===== src/rtl/cvf_pkg.sv =====
// Constants shared by the voice filter block: register map, field layout,
// reset values, timing and the arithmetic engine's types.
// Assumes a single 100 MHz bus clock and an AHB-Lite master on the register port.
package cvf_pkg;

    // ------------------------------------------------------------------
    // Timing
    // ------------------------------------------------------------------
    localparam int CLK_HZ = 100_000_000;
    localparam int SAMPLE_HZ = 32_000;
    localparam int TICK_CYC = CLK_HZ / SAMPLE_HZ;
    localparam logic [11:0] TICK_LAST = 12'(TICK_CYC - 1);
    // Transmit slot every fourth sample tick (8 kHz frame)
    localparam logic [1:0] SLOT_LAST = 2'h3;

    // ------------------------------------------------------------------
    // Register byte offsets
    // ------------------------------------------------------------------
    localparam logic [7:0] ADDR_OPCOND = 8'h00;
    localparam logic [7:0] ADDR_CMD = 8'h04;
    localparam logic [7:0] ADDR_DATA = 8'h08;
    localparam logic [7:0] ADDR_IMPSCALE = 8'h0c;
    localparam logic [7:0] ADDR_RXPOLE = 8'h10;
    localparam logic [7:0] ADDR_TXGAIN = 8'h14;
    localparam logic [7:0] ADDR_TXSAMPLE = 8'h18;
    localparam logic [7:0] ADDR_STATUS = 8'h1c;

    // ------------------------------------------------------------------
    // Operating-condition bit positions
    // ------------------------------------------------------------------
    localparam int BIT_TX_CUTOFF = 0;
    localparam int BIT_RX_CUTOFF = 1;
    localparam int BIT_HP_BYPASS = 2;
    localparam int BIT_RX_GDROP = 3;
    localparam int BIT_IRQ_ARM = 4;
    localparam int BIT_IF_LOOP = 5;
    localparam int BIT_FD_LOOP = 6;
    localparam int BIT_SA_LOOP = 7;
    localparam int BIT_TONE = 8;
    localparam int OPCOND_W = 9;
    localparam logic [OPCOND_W-1:0] OPCOND_RST = 9'h000;

    // ------------------------------------------------------------------
    // Command and coefficient layout
    // ------------------------------------------------------------------
    localparam logic [6:0] CMD_IIR_Z = 7'h4d;
    localparam int COEF_BYTES = 5;
    localparam logic [2:0] LAST_BYTE = 3'h4;
    localparam logic [39:0] RST_BYTES = 40'h01_90_90_01_90;
    localparam logic [15:0] RST_COEF = 16'h0190;
    localparam logic [4:0] IMPSCALE_RST = 5'h00;
    localparam logic [4:0] IMPSCALE_FDL = 5'h10;
    localparam logic [2:0] DIG_FULL = 3'h4;
    localparam logic [2:0] DIG_POST = 3'h2;

    // ------------------------------------------------------------------
    // Engine
    // ------------------------------------------------------------------
    localparam int DW = 20;
    typedef enum logic {ENG_IDLE, ENG_RUN} cvf_eng_t;
    typedef enum logic [2:0] {MUL_RXPOLE, MUL_Z5, MUL_Z7, MUL_Z6, MUL_GX} cvf_mul_t;

endpackage


===== src/rtl/cvf_voice_filter.sv =====
// Voice channel filter: impedance recursive section with serial CSD multiply,
// receive DC-blocking pole, transmit gain, test states and loopbacks.
// Assumes sample inputs come from logic on hclk; one AHB-Lite master, no wait states.
`timescale 1ns/10ps

// How it works
// - Command 9A/9B moves five recursive coefficient bytes
// - Sign bit 0 means plus, 1 minus
// - Impedance filter runs at 32 kHz
// - Reset loads coefficient pairs with 0190
// - Input scaled by 1/scale, output by scale
// - Scale factor uses only two digits
// - Digit is sign bit plus 3-bit shift
// - Shift field is plain binary 0 to 7
// - Shifts and signs accumulate digit to digit
// - Multiply by shift and accumulate only
// - Up to four digits per coefficient
// - Transmit gain is one plus coefficient
// - Single pole; receive adds first difference
// - Transmit cutoff floats output, drops slot
// - Receive cutoff zeroes receive, blocks tone, loopback
// - Bypass disables transmit high-pass filtering
// - Gain drop adds 6.02 dB receive loss
// - Armed interrupt per sample, cleared on read
// - Interface loopback replaces transmit data
// - Full loopback mutes output, feeds transmit
// - Test tone replaces receive signal
module cvf_voice_filter
    import cvf_pkg::*;
(
    // Clock and reset
    input wire logic hclk,
    input wire logic hresetn,
    // AHB-Lite slave
    input wire logic hsel,
    input wire logic [31:0] haddr,
    input wire logic [1:0] htrans,
    input wire logic hwrite,
    input wire logic [2:0] hsize,
    input wire logic [31:0] hwdata,
    input wire logic hready,
    output logic [31:0] hrdata,
    output logic hreadyout,
    output logic hresp,
    // Receive side samples
    input wire logic signed [15:0] rx_pcm_in,
    output logic signed [15:0] analog_out,
    output logic analog_out_en,
    // Transmit side samples
    input wire logic signed [15:0] analog_in,
    output logic signed [15:0] pcm_transmit_out,
    output logic pcm_transmit_out_oe,
    output logic transmit_slot_strobe_n,
    output logic transmit_slot_strobe_oe,
    // Transmit sample interrupt
    output logic tx_sample_irq
);

    // ------------------------------------------------------------------
    // Helpers
    // ------------------------------------------------------------------
    function automatic logic signed [DW-1:0] sx(input logic signed [15:0] v);
        sx = {{(DW-16){v[15]}}, v};
    endfunction
    function automatic logic signed [15:0] sat(input logic signed [DW-1:0] v);
        sat = v > sx(16'sh7fff) ? 16'sh7fff : v < sx(-16'sh7fff) ? -16'sh7fff : v[15:0];
    endfunction
    // One quarter of a 1 kHz sine at 32 kHz, quarter-wave table; index never passes 8
    localparam logic signed [15:0] TONE_Q [9] = '{16'sh0000, 16'sh08d4, 16'sh1151, 16'sh1925,
        16'sh2000, 16'sh25a1, 16'sh29cf, 16'sh2c62, 16'sh2d41};

    // ------------------------------------------------------------------
    // Bus slave
    // ------------------------------------------------------------------
    logic dp_wr_r;
    logic [7:0] dp_addr_r;
    logic [31:0] hrdata_r;
    logic [OPCOND_W-1:0] opcond_r;
    logic [4:0] impscale_r;
    logic [15:0] rxpole_r;
    logic [15:0] txgain_r;
    logic [7:0] coef_r [COEF_BYTES];
    logic cmd_act_r;
    logic cmd_rd_r;
    logic [2:0] cnt_r;
    logic irq_r;
    logic signed [15:0] pcm_out_r;

    wire logic ahb_go = hsel && hready && htrans[1];
    wire logic in_map = haddr[31:8] == 24'h0;
    wire logic rd_go = ahb_go && !hwrite && in_map;
    wire logic wr_opcond = dp_wr_r && dp_addr_r == ADDR_OPCOND;
    wire logic wr_cmd = dp_wr_r && dp_addr_r == ADDR_CMD;
    wire logic wr_data = dp_wr_r && dp_addr_r == ADDR_DATA && cmd_act_r && !cmd_rd_r;
    wire logic wr_imp = dp_wr_r && dp_addr_r == ADDR_IMPSCALE;
    wire logic wr_pole = dp_wr_r && dp_addr_r == ADDR_RXPOLE;
    wire logic wr_gain = dp_wr_r && dp_addr_r == ADDR_TXGAIN;
    wire logic rd_data = rd_go && haddr[7:0] == ADDR_DATA && cmd_act_r && cmd_rd_r;
    wire logic rd_sample = rd_go && haddr[7:0] == ADDR_TXSAMPLE;
    wire logic byte_step = wr_data || rd_data;
    wire logic cmd_ok = hwdata[7:1] == CMD_IIR_Z;
    wire logic [7:0] cur_byte = coef_r[cnt_r];
    wire logic [31:0] rd_mux =
        haddr[7:0] == ADDR_OPCOND ? {23'h0, opcond_r} :
        haddr[7:0] == ADDR_CMD ? {24'h0, CMD_IIR_Z, cmd_rd_r} :
        rd_data ? {24'h0, cur_byte} :
        haddr[7:0] == ADDR_IMPSCALE ? {27'h0, impscale_r} :
        haddr[7:0] == ADDR_RXPOLE ? {16'h0, rxpole_r} :
        haddr[7:0] == ADDR_TXGAIN ? {16'h0, txgain_r} :
        rd_sample ? {16'h0, pcm_out_r} :
        haddr[7:0] == ADDR_STATUS ? {27'h0, cnt_r, cmd_act_r, irq_r} : 32'h0;

    assign hreadyout = 1'b1;
    assign hresp = 1'b0;
    assign hrdata = hrdata_r;

    always_ff @(posedge hclk or negedge hresetn) begin
        if (!hresetn) begin
            dp_wr_r <= 1'b0;
            dp_addr_r <= 8'h00;
            hrdata_r <= 32'h0;
        end else begin
            dp_wr_r <= ahb_go && hwrite && in_map && hsize == 3'h2;
            dp_addr_r <= haddr[7:0];
            hrdata_r <= rd_go ? rd_mux : 32'h0;
        end
    end

    always_ff @(posedge hclk or negedge hresetn) begin
        if (!hresetn) begin
            opcond_r <= OPCOND_RST;
            impscale_r <= IMPSCALE_RST;
            rxpole_r <= RST_COEF;
            txgain_r <= RST_COEF;
        end else begin
            if (wr_opcond) opcond_r <= hwdata[OPCOND_W-1:0];
            if (wr_imp) impscale_r <= hwdata[4:0];
            if (wr_pole) rxpole_r <= hwdata[15:0];
            if (wr_gain) txgain_r <= hwdata[15:0];
        end
    end

    // Only the recursive bytes live here; the non-recursive taps are untouched
    always_ff @(posedge hclk or negedge hresetn) begin
        if (!hresetn) begin
            for (int i = 0; i < COEF_BYTES; i++) begin
                coef_r[i] <= RST_BYTES[39-8*i -: 8];
            end
            cmd_act_r <= 1'b0;
            cmd_rd_r <= 1'b0;
            cnt_r <= 3'h0;
        end else if (wr_cmd) begin
            cmd_act_r <= cmd_ok;
            cmd_rd_r <= hwdata[0];
            cnt_r <= 3'h0;
        end else if (byte_step) begin
            if (wr_data) coef_r[cnt_r] <= hwdata[7:0];
            cnt_r <= cnt_r == LAST_BYTE ? 3'h0 : cnt_r + 3'h1;
            cmd_act_r <= cnt_r != LAST_BYTE;
        end
    end

    // ------------------------------------------------------------------
    // Sample rate divider
    // ------------------------------------------------------------------
    logic [11:0] tick_cnt_r;
    logic [1:0] slot_cnt_r;
    logic [4:0] tone_idx_r;
    wire logic tick = tick_cnt_r == TICK_LAST;
    wire logic tx_cut = opcond_r[BIT_TX_CUTOFF];
    wire logic tx_event = tick && slot_cnt_r == SLOT_LAST && !tx_cut;
    always_ff @(posedge hclk or negedge hresetn) begin
        if (!hresetn) begin
            tick_cnt_r <= 12'h000;
            slot_cnt_r <= 2'h0;
            tone_idx_r <= 5'h00;
        end else begin
            tick_cnt_r <= tick ? 12'h000 : tick_cnt_r + 12'h001;
            if (tick) slot_cnt_r <= slot_cnt_r + 2'h1;
            if (tick) tone_idx_r <= tone_idx_r + 5'h01;
        end
    end

    // ------------------------------------------------------------------
    // Test state selection
    // ------------------------------------------------------------------
    wire logic rx_cut = opcond_r[BIT_RX_CUTOFF];
    wire logic fdl_act = (opcond_r[BIT_FD_LOOP] || impscale_r == IMPSCALE_FDL) && !rx_cut;
    wire logic loop_act = opcond_r[BIT_IF_LOOP] || opcond_r[BIT_SA_LOOP];
    wire logic [3:0] tq_k = tone_idx_r[3] ? 4'h8 - {1'b0, tone_idx_r[2:0]} : {1'b0, tone_idx_r[2:0]};
    wire logic signed [15:0] tone_mag = TONE_Q[tq_k];
    wire logic signed [15:0] tone_val = tone_idx_r[4] ? -tone_mag : tone_mag;
    wire logic signed [15:0] rx_src =
        rx_cut ? 16'sh0000 :
        opcond_r[BIT_TONE] ? tone_val : rx_pcm_in;
    wire logic signed [15:0] tx_in = fdl_act ? analog_out : analog_in;

    // ------------------------------------------------------------------
    // Serial CSD engine
    // ------------------------------------------------------------------
    cvf_eng_t eng_r;
    cvf_mul_t mul_r;
    logic [1:0] dig_r;
    logic [4:0] sh_r;
    logic sg_r;
    logic signed [DW-1:0] acc_r;
    logic signed [DW-1:0] p1_r;
    logic signed [15:0] rx_src_r, rx_prev_r, ry_r, s_r, zfb_r, hp_r, txin_prev_r, tx_fin_r;
    logic signed [15:0] analog_out_r;
    wire logic [15:0] z5 = {coef_r[0], coef_r[1]};
    wire logic [15:0] z6 = {8'h00, coef_r[2]};
    wire logic [15:0] z7 = {coef_r[3], coef_r[4]};
    wire logic signed [15:0] tx_pre = sat(sx(hp_r) + (fdl_act ? sx(16'sh0000) : sx(zfb_r)));
    wire logic [15:0] coef_w =
        mul_r == MUL_RXPOLE ? rxpole_r : mul_r == MUL_Z5 ? z5 :
        mul_r == MUL_Z7 ? z7 : mul_r == MUL_Z6 ? z6 : txgain_r;
    wire logic [2:0] ndig = mul_r == MUL_Z6 ? DIG_POST : DIG_FULL;
    wire logic signed [15:0] opnd =
        mul_r == MUL_RXPOLE ? ry_r : mul_r == MUL_Z5 ? ry_r :
        mul_r == MUL_Z7 ? s_r : mul_r == MUL_Z6 ? s_r : tx_pre;
    wire logic [3:0] nib = coef_w[{dig_r, 2'b00} +: 4];
    wire logic [4:0] sh_nxt = sh_r + {2'b00, nib[2:0]};
    wire logic sg_nxt = sg_r ^ nib[3];
    wire logic signed [DW-1:0] term = sx(opnd) >>> sh_nxt;
    wire logic signed [DW-1:0] acc_nxt = sg_nxt ? acc_r - term : acc_r + term;
    wire logic last_dig = {1'b0, dig_r} == ndig - 3'h1;
    wire logic signed [DW-1:0] rx_diff = sx(rx_src_r) - sx(rx_prev_r);
    wire logic signed [15:0] hp_nxt =
        opcond_r[BIT_HP_BYPASS] ? tx_in :
        sat(sx(tx_in) - sx(txin_prev_r) + sx(hp_r) - (sx(hp_r) >>> 5));
    wire logic signed [15:0] ry_nxt = sat(rx_diff + acc_nxt);
    wire logic signed [15:0] rx_outv = opcond_r[BIT_RX_GDROP] ? ry_nxt >>> 1 : ry_nxt;

    always_ff @(posedge hclk or negedge hresetn) begin
        if (!hresetn) begin
            eng_r <= ENG_IDLE;
            mul_r <= MUL_RXPOLE;
            dig_r <= 2'h0;
            sh_r <= 5'h00;
            sg_r <= 1'b0;
            acc_r <= '0;
        end else begin
            case (eng_r)
                ENG_IDLE: begin
                    if (tick) eng_r <= ENG_RUN;
                end
                ENG_RUN: begin
                    if (last_dig) begin
                        dig_r <= 2'h0;
                        sh_r <= 5'h00;
                        sg_r <= 1'b0;
                        acc_r <= '0;
                        case (mul_r)
                            MUL_RXPOLE: mul_r <= MUL_Z5;
                            MUL_Z5: mul_r <= MUL_Z7;
                            MUL_Z7: mul_r <= MUL_Z6;
                            MUL_Z6: mul_r <= MUL_GX;
                            default: begin
                                mul_r <= MUL_RXPOLE;
                                eng_r <= ENG_IDLE;
                            end
                        endcase
                    end else begin
                        dig_r <= dig_r + 2'h1;
                        sh_r <= sh_nxt;
                        sg_r <= sg_nxt;
                        acc_r <= acc_nxt;
                    end
                end
                default: eng_r <= ENG_IDLE;
            endcase
        end
    end

    // Commit each product to the datapath node it feeds
    wire logic commit = eng_r == ENG_RUN && last_dig;
    always_ff @(posedge hclk or negedge hresetn) begin
        if (!hresetn) begin
            rx_src_r <= 16'sh0000;
            rx_prev_r <= 16'sh0000;
            ry_r <= 16'sh0000;
            s_r <= 16'sh0000;
            p1_r <= '0;
            zfb_r <= 16'sh0000;
            hp_r <= 16'sh0000;
            txin_prev_r <= 16'sh0000;
            tx_fin_r <= 16'sh0000;
            analog_out_r <= 16'sh0000;
        end else if (tick) begin
            rx_src_r <= rx_src;
            hp_r <= hp_nxt;
            txin_prev_r <= tx_in;
        end else if (commit) begin
            case (mul_r)
                MUL_RXPOLE: begin
                    ry_r <= ry_nxt;
                    rx_prev_r <= rx_src_r;
                    analog_out_r <= rx_outv;
                end
                // Scale gain 1/z6 is folded into z5 so the state keeps headroom
                MUL_Z5: p1_r <= acc_nxt;
                MUL_Z7: s_r <= sat(p1_r + acc_nxt);
                MUL_Z6: zfb_r <= sat(acc_nxt);
                default: tx_fin_r <= loop_act ? rx_src_r : sat(sx(tx_pre) + acc_nxt);
            endcase
        end
    end

    // ------------------------------------------------------------------
    // Transmit slot and interrupt
    // ------------------------------------------------------------------
    logic strobe_n_r;
    always_ff @(posedge hclk or negedge hresetn) begin
        if (!hresetn) begin
            pcm_out_r <= 16'sh0000;
            strobe_n_r <= 1'b1;
            irq_r <= 1'b0;
        end else begin
            if (tx_event) pcm_out_r <= tx_fin_r;
            strobe_n_r <= !tx_event;
            // A new sample in the read cycle keeps the flag raised
            if (tx_event && opcond_r[BIT_IRQ_ARM]) irq_r <= 1'b1;
            else if (rd_sample) irq_r <= 1'b0;
        end
    end

    assign analog_out = analog_out_r;
    assign analog_out_en = !fdl_act;
    assign pcm_transmit_out = pcm_out_r;
    assign pcm_transmit_out_oe = !tx_cut;
    assign transmit_slot_strobe_n = strobe_n_r;
    assign transmit_slot_strobe_oe = !tx_cut;
    assign tx_sample_irq = irq_r;
endmodule


===== config.mk =====
export PLATFORM = sky130hd
export DESIGN_NAME = cvf_voice_filter
export DESIGN_NICKNAME = d
export VERILOG_FILES = /design/src/rtl/cvf_pkg.sv /design/src/rtl/cvf_voice_filter.sv
export SDC_FILE = /design/constraint.sdc
export NUM_CORES = 1
export LEC_CHECK = 0
export BUFFER_PORTS_ARGS = -buffer_cell sky130_fd_sc_hd__clkbuf_2
export CORE_AREA = 2 2 276 278
export CTS_CLUSTER_SIZE = 20
export DETAILED_ROUTE_END_ITERATION = 16
export DIE_AREA = 0 0 278 280
export PLACE_DENSITY_LB_ADDON = 0.1
export SLEW_MARGIN = 20
export SYNTH_ARGS = -nofsm -noshare
export SYNTH_HDL_FRONTEND = slang
export SYNTH_SLANG_ARGS = --single-unit

===== constraint.sdc =====
create_clock -name hclk -period 10.6 [get_ports hclk]
set_clock_uncertainty 0.05 [all_clocks]
set_input_delay 2.12 -clock hclk [delete_from_list [all_inputs] [get_ports hclk]]
set_output_delay 2.12 -clock hclk [all_outputs]
set_load 0.02 [all_outputs]

==> reports/results.tsv <==
stage	metric	value	unit
critical_path	cp-end-kind	register	
timing	drv_slew	0	
drt	first_pass_iters	7	
pwr	netSwitchingFraction	24.5	%
logic_synthesis	ys_ff_latch	348	
critical_path	crit_fanout	8	
drt	wire_per_inst	21.3	um
critical_path	slowest_stage	or4_1	
drt	drc	0	
logic_synthesis	synth_compound_area_share	20.7	%
logic_synthesis	synthXorXnorAreaFrac	4.90	%
critical_path	cp_data_required_time	11040	ps
clock_network	cts_htree_levels	2	
timing	worst_slew_pin_slew	1090	ps
timing	fin_crit_sh	97.0	%
hold_path	min-delay-start	txin_prev_r[2]	
outcome	status	completed	
global_routing	first_global_vias	23313	
place	place_hpwl	71900	um
pwr	fin_total_pwr	2.98	mW
drt	wl	92000	um
floorplan	die_area	77800	um2
global_routing	grt_usage	23.2	%
drt	vias_per_cell	5.31	
critical_path	r2r-end	analog_out[0]	
floorplan	dieWidth	278	um
clock_network	clk_pin_slew_worst_paths	60	ps
hold_path	min_path_type	reg -> reg	
global_routing	grt-ovfl-total	0	
pwr	seqPwrFrac	45.6	%
pwr	peakVddDrop	95.3	uV
drt	antenna_left	0	
critical_path	r2r_cells	46	
pwr	power.density	93.4	nW/um2
logic_synthesis	yosys.area_share.adder	10.6	%
logic_synthesis	seq_area_frac_synth	34.6	%
logic_synthesis	post_synth_inst_count	2846	
timing	slew_headroom	27.2	%
floorplan	core-area	75200	um2
timing	grt_setup_unrepaired	yes	
global_routing	antenna_found_initial	0	
place	portBuffers	141	
cells_and_area	drive_gt1_share	28.3	%
logic_synthesis	synth_top_family_by_area	compound AO/OA/AOI/OAI gates	
cells_and_area	fillers	7510	
logic_synthesis	synth-async-reset-ratio	100	%
logic_synthesis	synthMuxAreaShare	8.61	%
place	gp_congestion	0.907	
pwr	leakagePower	15.3	nW
floorplan	die_h	280	um
floorplan	rows	101	
hold_path	whs_path_depth	2	
critical_path	path_class	reg -> reg	
critical_path	critPathMaxStageDelay	530	ps
place	place_inst	4218	
timing	layout_min_cycle_time	10280	ps
logic_synthesis	ys_types	100	
pwr	comb_power_share	5.9	%
critical_path	crit_top_cell	buf_4	
cells_and_area	fin_area	31900	um2
global_routing	grt_pass1_wl	139000	um
pwr	power_frac_clock	48.5	%
cells_and_area	syn2layout_area_growth	26.5	%
logic_synthesis	synth_flop_cell	dfrtp_1	
place	post_dp_cell_area	29600	um2
floorplan	pin_count	177	
place	preCtsSetupSlack	-328	ps
job	drv_cap	0	
pwr	p_switching	730	uW
cells_and_area	largest_reg_flops	40	
critical_path	startpoint_type	register	
timing	worst_slack	319	ps
pwr	p_int	2.25	mW
clock_network	root_buffer	clkbuf_16	
clock_network	clk_latency	580	ps
clock_network	cts_hold_buf	0	
cells_and_area	n_antenna_cell	0	
critical_path	arrival	10720	ps
logic_synthesis	syn_area	25200	um2
logic_synthesis	yosys_warnings	0	
drt	num_vias	22996	
cells_and_area	top_register	coef_r	
cells_and_area	fin_nets	3606	
floorplan	start_util	33.5	%
cells_and_area	multi_input_area	15800	um2
clock_network	clockBufferDepth	3	
critical_path	rrSetupSlack	320	ps
logic_synthesis	syn_area_per_cell	8.85	um2
clock_network	cts_tree	done	
timing	fmax	97.3	MHz
logic_synthesis	synth_edf_count	0	
logic_synthesis	synth_simple_gate_area_share	14.7	%
drt	drt_iter0_markers	1495	
critical_path	cp-startpoint	impscale_r[0]	
critical_path	r2r_start	impscale_r[0]	
global_routing	grt_max_degree	92	
cells_and_area	fin_cells	4329	
timing	setup_viol	0	
timing	hold_viol_final	0	
cells_and_area	regArea	8730	um2
clock_network	cts_sinks	348	
cells_and_area	top_regs	coef_r: 40 flops, acc_r: 20 flops, p1_r: 20 flops	
clock_network	cts_made_buffers	40	
timing	tns	0	ps
hold_path	hold_end	txin_prev_r[2]	
## cell families after synthesis
group / Yosys count
fa+ha+maj: 181
other cells: 2
compound gates: 826
xor+xnor: 135
buf+inv: 362
simple gates: 806
flops: 348
mux: 186
## critical path, delay by kind of cell (launching register included)
| family | cells | cell delay, ps |
|---|---|---|
| buffers and inverters | 10 | 1310 |
| xor gates and xnor gates | 3 | 480 |
| and+or+nand+nor | 10 | 2200 |
| muxes | 2 | 890 |
| DFF | 1 | 420 |
| adders and majority gates | 4 | 1330 |
| AOI/OAI and AO/OA | 17 | 3500 |
## cell usage in the layout, fill, tap and decap left out, types with 39 or more instances in the layout
cell,count
a21oi_1,189
buf_4,412
clkbuf_16,41
clkbuf_2,140
dfrtp_1,332
fa_1,53
ha_1,113
inv_1,197
mux2_2,132
mux2i_1,42
nand2_1,289
nand3_1,39
nor2_1,238
o21ai_0,211
o22ai_1,46
xnor2_1,78
xor2_1,41
## power by group through the flow
| stage | Clock [mW] | Sequential (mW) | Combinational, mW |
|---|---|---|---|
| 4_1_cts | 1.48 | 1.36 | 0.178 |
| 5_1_grt | 1.53 | 1.36 | 0.199 |
| 2_1_floorplan | 0 | 1.37 | 0.102 |
| 6_report | 1.44 | 1.36 | 0.177 |
| 3_5_place_dp | 0 | 1.38 | 0.176 |
| 3_3_place_gp | 0 | 1.38 | 0.174 |
## metal layers
metal	up-vias	wire, um	global-route usage [%]
met2	529	45700	41.2
met5	-	0	0
met3	120	3130	1.99
met1	11326	40200	29.8
met4	0	2990	7.08
li1	11021	-	-
## how the worst max path moves through the flow
stage | endpoint | cells past startpoint
5_1_grt | analog_out[0] | 52
2_1_floorplan | analog_out[6] | 49
6_report | analog_out[0] | 46
3_5_place_dp | analog_out[5] | 48
3_3_place_gp | analog_out[3] | 52
4_1_cts | ry_r[10] | 45
## cells in the mapped netlist, types with 42 or more instances
master    number  area (um2)
o21ai_0      221        1110
clkbuf_1     106         398
nor3_1        42         210
nand2_1      293        1100
xnor2_1       87         762
o22ai_1       46         288
mux2_2       132        1490
fa_1          55        1100
mux2i_1       42         420
inv_1        208         781
a21oi_1      212        1060
nor2_1       246         923
ha_1         124        1550
dfrtp_1      333        8330
xor2_1        44         385
## per-stage QoR
stage | util [%] | hold WS (ps)
final | 42.4 | 428
after global routing | 42.4 | 450
after CTS | 41.3 | 431
after detailed placement | 39.3 | 418
after global placement | 39.3 | 413
after floorplan | - | 392
## final cells by class
| type | count | share of cell area, % |
|---|---|---|
| clock buffer | 61 | 3.67 |
| timing repair buffer | 565 | 12.6 |
| clock inverter | 11 | 0.510 |
| tap | 978 | 3.84 |
| multi-input combinational | 2155 | 49.5 |
| sequential | 348 | 27.4 |
| inverter | 211 | 2.49 |
## timing repair
action | CTS | global route
setup endpoints to repair | 46 | 63
buffers inserted | 4 | 31
cloned | 2 | 2
gates resized for setup | 32 | 120
pin swaps | 11 | 65
Note: power is estimated with default switching activity, not from simulation.
